$ cat config.mk
export PLATFORM = sky130hd
export DESIGN_NAME = dlcs_top
export DESIGN_NICKNAME = d
export VERILOG_FILES = /design/src/hdl/dlcs_top.v
export VERILOG_INCLUDE_DIRS = /design/src /design/src/hdl
export SDC_FILE = /design/constraint.sdc
export NUM_CORES = 1
export LEC_CHECK = 0
export BUFFER_PORTS_ARGS = -buffer_cell sky130_fd_sc_hd__buf_2
export CORE_MARGIN = 4
export CORE_UTILIZATION = 56
export CTS_BUF_LIST = sky130_fd_sc_hd__clkbuf_4 sky130_fd_sc_hd__clkbuf_8
export CTS_CLUSTER_SIZE = 30
export DETAILED_ROUTE_END_ITERATION = 10
export GPL_TIMING_DRIVEN = 0
export PLACE_DENSITY = 0.82
export SYNTH_ARGS = -nofsm -noshare
export SYNTH_HDL_FRONTEND = slang
export SYNTH_SLANG_ARGS = --single-unit
$ cat constraint.sdc
create_clock -name pclk -period 3.4 [get_ports pclk]
set_input_delay 0.34 -clock pclk [delete_from_list [all_inputs] [get_ports pclk]]
set_output_delay 0.34 -clock pclk [all_outputs]
set_load 0.1 [all_outputs]
$ cat src/hdl/dlcs_regs.vh
// register map, field positions, reset values and codes of the logger store control
`ifndef DLCS_REGS_VH
`define DLCS_REGS_VH
`define DLCS_STATUS_OFS 12'h000
`define DLCS_CTRL_OFS 12'h004
`define DLCS_COUNT_OFS 12'h008
`define DLCS_CODE_OFS 12'h00c
`define DLCS_ERRCODE_OFS 12'h010
`define DLCS_LIMIT_OFS 12'h014
`define DLCS_ST_PRESENT 0
`define DLCS_ST_STORING 1
`define DLCS_ST_ERROR 2
`define DLCS_ST_LIMIT 3
`define DLCS_ST_PVALID 4
`define DLCS_ST_RECEN 5
`define DLCS_ST_STREQ 6
`define DLCS_CT_RECEN 0
`define DLCS_CT_STREQ 1
`define DLCS_CODE_STORE 16'h5aa5
`define DLCS_CODE_DONE 16'h0000
`define DLCS_CODE_RST 16'h0000
`define DLCS_LIMIT_RST 32'h0000_0000
`define DLCS_ERR_REMOVED 16'h0001
`endif

$ cat src/hdl/dlcs_top.v
// logger store control: apb registers, record buffer and card store sequencer
`timescale 1ns/1ns
`default_nettype none
`include "dlcs_regs.vh"
module dlcs_top #(
	parameter DW = 32,
	parameter AW = 1
) (
	input wire pclk,
	input wire presetn,
	input wire psel,
	input wire penable,
	input wire pwrite,
	input wire [11:0] paddr,
	input wire [31:0] pwdata,
	output reg [31:0] prdata,
	output wire pready,
	output wire pslverr,
	input wire card_detect,
	input wire params_loaded,
	input wire cyclic_mode,
	input wire sample_valid,
	input wire [DW-1:0] sample_data,
	output wire sample_ready,
	output wire card_wr_valid,
	output wire [DW-1:0] card_wr_data,
	input wire card_wr_ready,
	input wire [31:0] rtc_stamp,
	output reg card_store_start,
	output reg [31:0] store_stamp_q,
	input wire card_done,
	input wire card_fault,
	input wire [15:0] card_fault_code
);
	localparam ST_IDLE = 1'b0;
	localparam ST_STORE = 1'b1;
	localparam DEPTH = 1 << AW;

	// pin inputs: two flops, only the second stage is used
	reg [2:0] pin_meta_q;
	reg [2:0] pin_q;
	always @(posedge pclk or negedge presetn) begin
		if (!presetn) begin
			pin_meta_q <= 3'h0;
			pin_q <= 3'h0;
		end else begin
			pin_meta_q <= {cyclic_mode, params_loaded, card_detect};
			pin_q <= pin_meta_q;
		end
	end
	wire present = pin_q[0];
	wire pvalid = pin_q[1];
	wire cyclic = pin_q[2];

	reg rec_en_q;
	reg streq_q;
	reg streq_prev_q;
	reg [15:0] code_q;
	reg [31:0] limit_q;
	reg [31:0] count_q;
	reg state_q;
	reg err_q;
	reg [15:0] errcode_q;

	// apb decode; zero wait states
	wire setup = psel & ~penable;
	wire access = psel & penable;
	wire wr = access & pwrite;
	reg hit_rd;
	reg hit_wr;
	always @* begin
		if (paddr == `DLCS_STATUS_OFS || paddr == `DLCS_COUNT_OFS ||
			paddr == `DLCS_ERRCODE_OFS) begin
			hit_rd = 1'b1;
			hit_wr = 1'b0;
		end else if (paddr == `DLCS_CTRL_OFS || paddr == `DLCS_CODE_OFS ||
			paddr == `DLCS_LIMIT_OFS) begin
			hit_rd = 1'b1;
			hit_wr = 1'b1;
		end else begin
			hit_rd = 1'b0;
			hit_wr = 1'b0;
		end
	end
	assign pready = 1'b1;
	// writes to read-only or unmapped words are refused and flagged
	assign pslverr = access & (pwrite ? ~hit_wr : ~hit_rd);

	// limit counts only when a nonzero limit is set
	wire limit_hit = (limit_q != 32'h0) && (count_q >= limit_q);
	wire limit_flag = limit_hit | cyclic;
	wire storing = (state_q == ST_STORE);

	wire [31:0] status = {25'h0, streq_q, rec_en_q, pvalid, limit_flag,
		err_q, storing, present};
	always @(posedge pclk or negedge presetn) begin
		if (!presetn) begin
			prdata <= 32'h0;
		end else if (setup) begin
			if (paddr == `DLCS_STATUS_OFS) begin
				prdata <= status;
			end else if (paddr == `DLCS_CTRL_OFS) begin
				prdata <= {30'h0, streq_q, rec_en_q};
			end else if (paddr == `DLCS_COUNT_OFS) begin
				prdata <= count_q;
			end else if (paddr == `DLCS_CODE_OFS) begin
				prdata <= {16'h0, code_q};
			end else if (paddr == `DLCS_ERRCODE_OFS) begin
				// error code reads zero unless the error flag stands
				prdata <= err_q ? {16'h0, errcode_q} : 32'h0;
			end else if (paddr == `DLCS_LIMIT_OFS) begin
				prdata <= limit_q;
			end else begin
				prdata <= 32'h0;
			end
		end
	end

	// two-entry record buffer
	reg [DW-1:0] mem [0:DEPTH-1];
	reg [AW:0] wp_q;
	reg [AW:0] rp_q;
	wire empty = (wp_q == rp_q);
	wire full = (wp_q[AW] != rp_q[AW]) && (wp_q[AW-1:0] == rp_q[AW-1:0]);
	// capture stalls the sampler when the buffer backs up, no record lost
	assign sample_ready = rec_en_q & pvalid & ~full;
	wire push = sample_valid & sample_ready;
	assign card_wr_valid = storing & ~empty;
	assign card_wr_data = mem[rp_q[AW-1:0]];
	wire pop = card_wr_valid & card_wr_ready;
	always @(posedge pclk or negedge presetn) begin
		if (!presetn) begin
			wp_q <= {(AW+1){1'b0}};
			rp_q <= {(AW+1){1'b0}};
		end else begin
			if (push) begin
				wp_q <= wp_q + 1'b1;
			end
			if (pop) begin
				rp_q <= rp_q + 1'b1;
			end
		end
	end
	always @(posedge pclk) begin
		if (push) begin
			mem[wp_q[AW-1:0]] <= sample_data;
		end
	end

	always @(posedge pclk or negedge presetn) begin
		if (!presetn) begin
			count_q <= 32'h0;
		end else if (push) begin
			count_q <= count_q + 32'h1;
		end
	end

	// software control; hardware never clears record-enable
	always @(posedge pclk or negedge presetn) begin
		if (!presetn) begin
			rec_en_q <= 1'b0;
			streq_q <= 1'b0;
			limit_q <= `DLCS_LIMIT_RST;
		end else if (wr && paddr == `DLCS_CTRL_OFS) begin
			rec_en_q <= pwdata[`DLCS_CT_RECEN];
			streq_q <= pwdata[`DLCS_CT_STREQ];
		end else if (wr && paddr == `DLCS_LIMIT_OFS) begin
			limit_q <= pwdata;
		end
	end

	wire start_ok = streq_q & ~streq_prev_q & ~storing & present &
		(code_q == `DLCS_CODE_STORE);
	wire fail = card_fault | ~present;
	always @(posedge pclk or negedge presetn) begin
		if (!presetn) begin
			streq_prev_q <= 1'b0;
			state_q <= ST_IDLE;
			code_q <= `DLCS_CODE_RST;
			err_q <= 1'b0;
			errcode_q <= 16'h0;
			card_store_start <= 1'b0;
			store_stamp_q <= 32'h0;
		end else begin
			streq_prev_q <= streq_q;
			card_store_start <= 1'b0;
			// completion wins over a software write in the same cycle
			if (storing && card_done && !fail) begin
				code_q <= `DLCS_CODE_DONE;
			end else if (wr && paddr == `DLCS_CODE_OFS) begin
				code_q <= pwdata[15:0];
			end
			case (state_q)
			ST_IDLE: begin
				if (start_ok) begin
					state_q <= ST_STORE;
					err_q <= 1'b0;
					card_store_start <= 1'b1;
					// card names the file from this date/time stamp
					store_stamp_q <= rtc_stamp;
				end
			end
			ST_STORE: begin
				if (fail) begin
					state_q <= ST_IDLE;
					err_q <= 1'b1;
					errcode_q <= card_fault ? card_fault_code :
						`DLCS_ERR_REMOVED;
				end else if (card_done) begin
					state_q <= ST_IDLE;
				end
			end
			default: begin
				state_q <= ST_IDLE;
			end
			endcase
		end
	end
endmodule // dlcs_top
`default_nettype wire

Word-level counts from Yosys, hierarchy flattened
Memory sizes are Yosys's and may differ from the RTL's.
Cells that the tools add are included.
Word-level totals
  input port bits: 136
  memories: 1
  bits in latches: 0
  memory bits (read-only): 0
  output and inout bits: 101
  bits in writable memories: 64
  bits in registers: 176
Cells by class
  reduce and logical (&&, ||, !) cells: 19
  $add $sub $neg: 3
  shift operators: 0
  multiply operators: 0
  magnitude comparators: 1
  muxes and demuxes: 24
  bitwise logic cells: 24
  equal/unequal tests: 11
  div/mod/pow operators: 0
Memory list
  mem: depth 2, width 32, read ports 1, clocked after memory_dff 0, wr ports 1, line dlcs_top.v:120  | reg [DW-1:0] mem [0:DEPTH-1];
Operator list (number)
  $mux 32: 6
  $mux 16: 4
  $add 32x1->32 const B: 1
  $ge 32x32->1: 1
  $reduce_bool 32->1: 1
  $eq 12x4->1 const B: 2
  $eq 12x5->1 const B: 2
  $eq 16x15->1 const B: 1
  $and 1x1->1: 13
  $eq 12x3->1 const B: 1
  $logic_not 12->1: 1
  $mux 1: 12
  $not 1->1: 9
  $reduce_and 2->1: 4
  $logic_and 1x1->1: 7
  $add 2x1->2 const B: 2
  $logic_or 1x1->1: 4
  $pmux 1 s2: 2
  $eq 2x2->1: 1
  $ne 2x1->1 const B: 1
  $ne 2x2->1 const B: 1
  $or 1x1->1: 2
  $reduce_bool 2->1: 1
  $eq 1x1->1: 1
  2 further kinds: 2

Logic depth before layout (Yosys ltp)
  depth after elaboration: 8
  gate-level depth with buffers: 9
  depth with buffers taken out: 8

Least setup slack after synthesis
No wires, ideal clock.
  kind: register -> register
  start: reg rp_q[0]
  end: reg rp_q[1]
  period minus slack after synthesis: 3662 ps
  arrival time: 3534 ps
  setup slack: -262 ps
  required time: 3272 ps
  stages on the path, launching flop included: 7
  path buffers: 1
  library setup time: 128 ps
  cell sequence: dfrtp_1 > buf_2 > xor2_1 > inv_1 > a21boi_0 > nand3_1 > xnor2_1
Between the ends
  word-level cells in the longest chain between the ends: 4
  elaborated cells between the ends (all ways): 5
  those cells by class: add/sub (1); eq/ne (1); bitwise (3)
Ends and longest elaborated chain
  from (decl): line dlcs_top.v:122  | reg [AW:0] rp_q;
  from (signal assigned): line dlcs_top.v:134  | rp_q <= {(AW+1){1'b0}};
  from (signal assigned): line dlcs_top.v:140  | rp_q <= rp_q + 1'b1;
  $eq 2x2->1: line dlcs_top.v:123  | wire empty = (wp_q == rp_q);
  $not 1->1: line dlcs_top.v:128  | assign card_wr_valid = storing & ~empty;
  $and 1x1->1: line dlcs_top.v:128
  named net card_wr_valid: line dlcs_top.v:25  | output wire card_wr_valid,
  $and 1x1->1: line dlcs_top.v:130  | wire pop = card_wr_valid & card_wr_ready;
The timed path passes the listed nets, and every way through them passes these cells.
A chain may end at the register's enable or synchronous reset.

Worst setup path after layout
  start: reg code_q[15]
  end: reg store_stamp_q[24]
Between the ends
  word-level cells in the longest chain between the ends: 3
Ends and longest elaborated chain
  from (decl): line dlcs_top.v:58  | reg [15:0] code_q;
  from (signal assigned): line dlcs_top.v:179  | code_q <= `DLCS_CODE_RST;
  from (signal assigned): line dlcs_top.v:189  | code_q <= `DLCS_CODE_DONE;
  from (signal assigned): line dlcs_top.v:191  | code_q <= pwdata[15:0];
  $eq 16x15->1 (no source line)
  $and 1x1->1: line dlcs_top.v:172  | wire start_ok = streq_q & ~streq_prev_q & ~storing & present &
  $reduce_and 2->1 (no source line)
  to (signal assigned): line dlcs_top.v:200  | store_stamp_q <= rtc_stamp;
  to (decl): line dlcs_top.v:30  | output reg [31:0] store_stamp_q,
No other way between the ends.

==> metrics.yaml <==
outcome:
  run_status: "completed"
setup_path:
  cp_slowest_cell: "or4b_2"
  cpPeakStageDelay_ps: 690
  endpoint_kind: "register"
  crit_path_start_kind: "register"
  arrival_ps: 3120
  cp_top_family: "simple AND/OR/NAND/NOR gates"
  crit_chain: "or4b_2, nor3_2, clkbuf_1, mux2_2"
  cp_data_required_time_ps: 3790
  crit_fanout: 10
  crit_type: "register to register"
  crit_buf_inv: 1
grt:
  gr-usage-all-layers: 0.250
  gr-total-overflow: 0
  grt_pass1_vias: 8483
  antenna_found_initial: 0
  grt_pass1_wl_mm: 43.6
  grt_start_max_net_pins: 92
floorplanning:
  floorplan.initialDensity: 0.574
  dieArea_mm2: 0.0216
  die_w_um: 147
  rows: 50
  die_height_um: 147
  ios: 237
  placeableCoreArea_mm2: 0.0188
timing:
  final-setup-viol-count: 0
  worst_pin_slew_ps: 930
  max_freq_ghz: 0.367
  min_period_over_period: 0.802
  relSlewSlack: 0.379
  tns_ps: 0
  drv_slew: 0
  final.setup_skew_ps: 19.9
  min_period_ps: 2730
  rsz0062_at_grt: "false"
  finalHoldViolCount: 0
clock_tree:
  cts_root_buffer: "clkbuf_8"
  clk_pin_slew_ps: 60
  cts_resized: 0
  clock_sinks: 240
  htree_levels: 2
  post-cts-setup-buffer-count: 0
  cts-buffers-inserted: 41
  cts_tree: "built"
  clock_latency_ps: 520
  clockBufferDepth: 3
detailed_routing:
  drt-total-wl_mm: 27.3
  ant_nets: 0
  via_per_inst: 5.69
  drtIter0Drc: 474
  drt_pass1_iterations: 5
  drc: 0
  vias: 8131
  wl_per_cell_um: 19.1
job:
  maxCapViolCount: 0
layout:
  diodes: 0
  final_util: 0.721
  area_growth_syn_to_layout_pct: 25.7
  drive_above_1_share: 0.373
  final_cell_count_no_fill: 1430
  final_nets: 1309
  design_area_mm2: 0.0136
power:
  vdd_drop_max_v: 0.000357
  power.leakage_nw: 6.49
  p_total_mw: 6.14
  power_density_mw_per_mm2: 453
placed_design:
  dpl.hpwl_mm: 19.7
  portBuffers: 235
  gp_routability_congestion: 0.916
  dp.cells: 1321
  place_area_mm2: 0.0124
logic_synthesis:
  synth_edf_count: 64
  synth_top_area_share: 0.408
  synth.distinct_cells: 57
  yosys-top-cells-area: "dfrtp_1, edfxtp_1, mux2_2, mux2_4, ha_1"
  synth_seq_cells: 240
  syn-num-nets: 994
  synth-main-ff-cell: "dfrtp_1"
  synth_area_per_cell_um2: 13.1
  synthesis.instances: 825
  ys_async_sr_fraction: 0.733
  ys_seq_area_frac: 0.586
  synth_area_mm2: 0.0108
  ys_warn_count: 0
  yosysTopAreaCell: "dfrtp_1"
min_path:
  hold_path.class: "primary input to register"
[per-stage QoR]
step           hold WS, ps  setup WS, ps
6_report              30.6           672
5_1_grt               3.55           492
4_1_cts              0.253           634
3_5_place_dp           336           527
3_3_place_gp           335          -781
2_1_floorplan         44.4           307
[per-layer routing]
layer / vias to the layer above / track usage / share of wire
met1: 3979 / 0.312 / 0.39
met3: 77 / 0.0679 / 0.084
li1: 3692 / - / -
met5: - / 0 / 0
met4: 0 / 0.0913 / 0.034
met2: 383 / 0.421 / 0.49
[final timing paths]
path	startpoint	to	slack (ps)	cells past startpoint
worst min-delay path	card_fault_code[6]	errcode_q[6]	30	2
min in group asynchronous	presetn	prdata[20]	400	2
worst max-delay path	code_q[15]	store_stamp_q[24]	670	4
max in group asynchronous	presetn	store_stamp_q[25]	2130	3
worst max register to register	code_q[15]	store_stamp_q[24]	670	4
worst min register to register	pin_meta_q[0]	pin_q[0]	350	0
[cells in the mapped netlist (18+ instances only)]
cell      count
xnor2_1      23
nand2b_1     19
nor2_1       51
clkbuf_1     21
a21oi_1      19
nand2_1      39
o21ai_0      25
a22o_1       31
dfrtp_1     176
ha_1         33
a221oi_1     18
mux2_2       69
edfxtp_1     64
inv_1        37
mux2_4       30
[cells in the final DEF (no fill, tap or decap), drive strengths merged, types with 3 or more instances in the layout]
cell type and count:
nor4 13, clkbuf 86, nand2 39, nor2 51, or2 3, nor3 9
nand3 16, dfrtp 176, xor2 14, a22oi 6, a22o 31, inv 37
dlygate4sd3 36, edfxtp 64, o21ai 25, a211oi 3, nand4 13, buf 254
nand2b 19, xnor2 23, and2 7, clkinv 7, a221oi 18, and4 6
o21bai 3, nor2b 5, mux2 99, a221o 4, a222oi 12, ha 33
and3 5, o31ai 11, a21oi 19
[cells by family after synthesis]
kind of cell	Yosys count	synth area share
muxes	101	0.115
other	1	0.000347
DFF	240	0.586
and+or+nand+nor	194	0.0989
adders and majority gates	33	0.0382
AOI/OAI and AO/OA	143	0.0993
xor gates and xnor gates	37	0.0300
buffers and inverters	76	0.0322
[timing repair]
item | 4_1_cts | 5_1_grt
hold buffers | 27 | 9
endpoints found under the setup margin | 0 | 0
hold endpoints to repair | 132 | 16
[final cells by class]
type	instances	area [µm²]
plain buffers	39	209
repair buffers	272	1570
flip-flops and latches	240	6330
multi-input cells	509	4140
fillers	1298	5260
inverters	37	139
clock buffers	65	795
clock inverters	8	68.8
well taps	260	325
[state kept, by name, summed over array words and instances, names as in the netlist, 2 cells and up]
register / cells
pin_meta_q: 3
errcode_q: 16
limit_q: 32
prdata: 32
wp_q: 2
rp_q: 2
code_q: 16
mem: 64
store_stamp_q: 32
pin_q: 3
count_q: 32
[power by group]
group | total (mW) | internal [mW] | switching, mW
Clock | 2.68 | 1.56 | 1.12
Sequential | 3.01 | 2.99 | 0.0153
Combinational | 0.456 | 0.132 | 0.324
Total | 6.14 | 4.68 | 1.46
No activity file was read; power rests on OpenSTA's default activity.
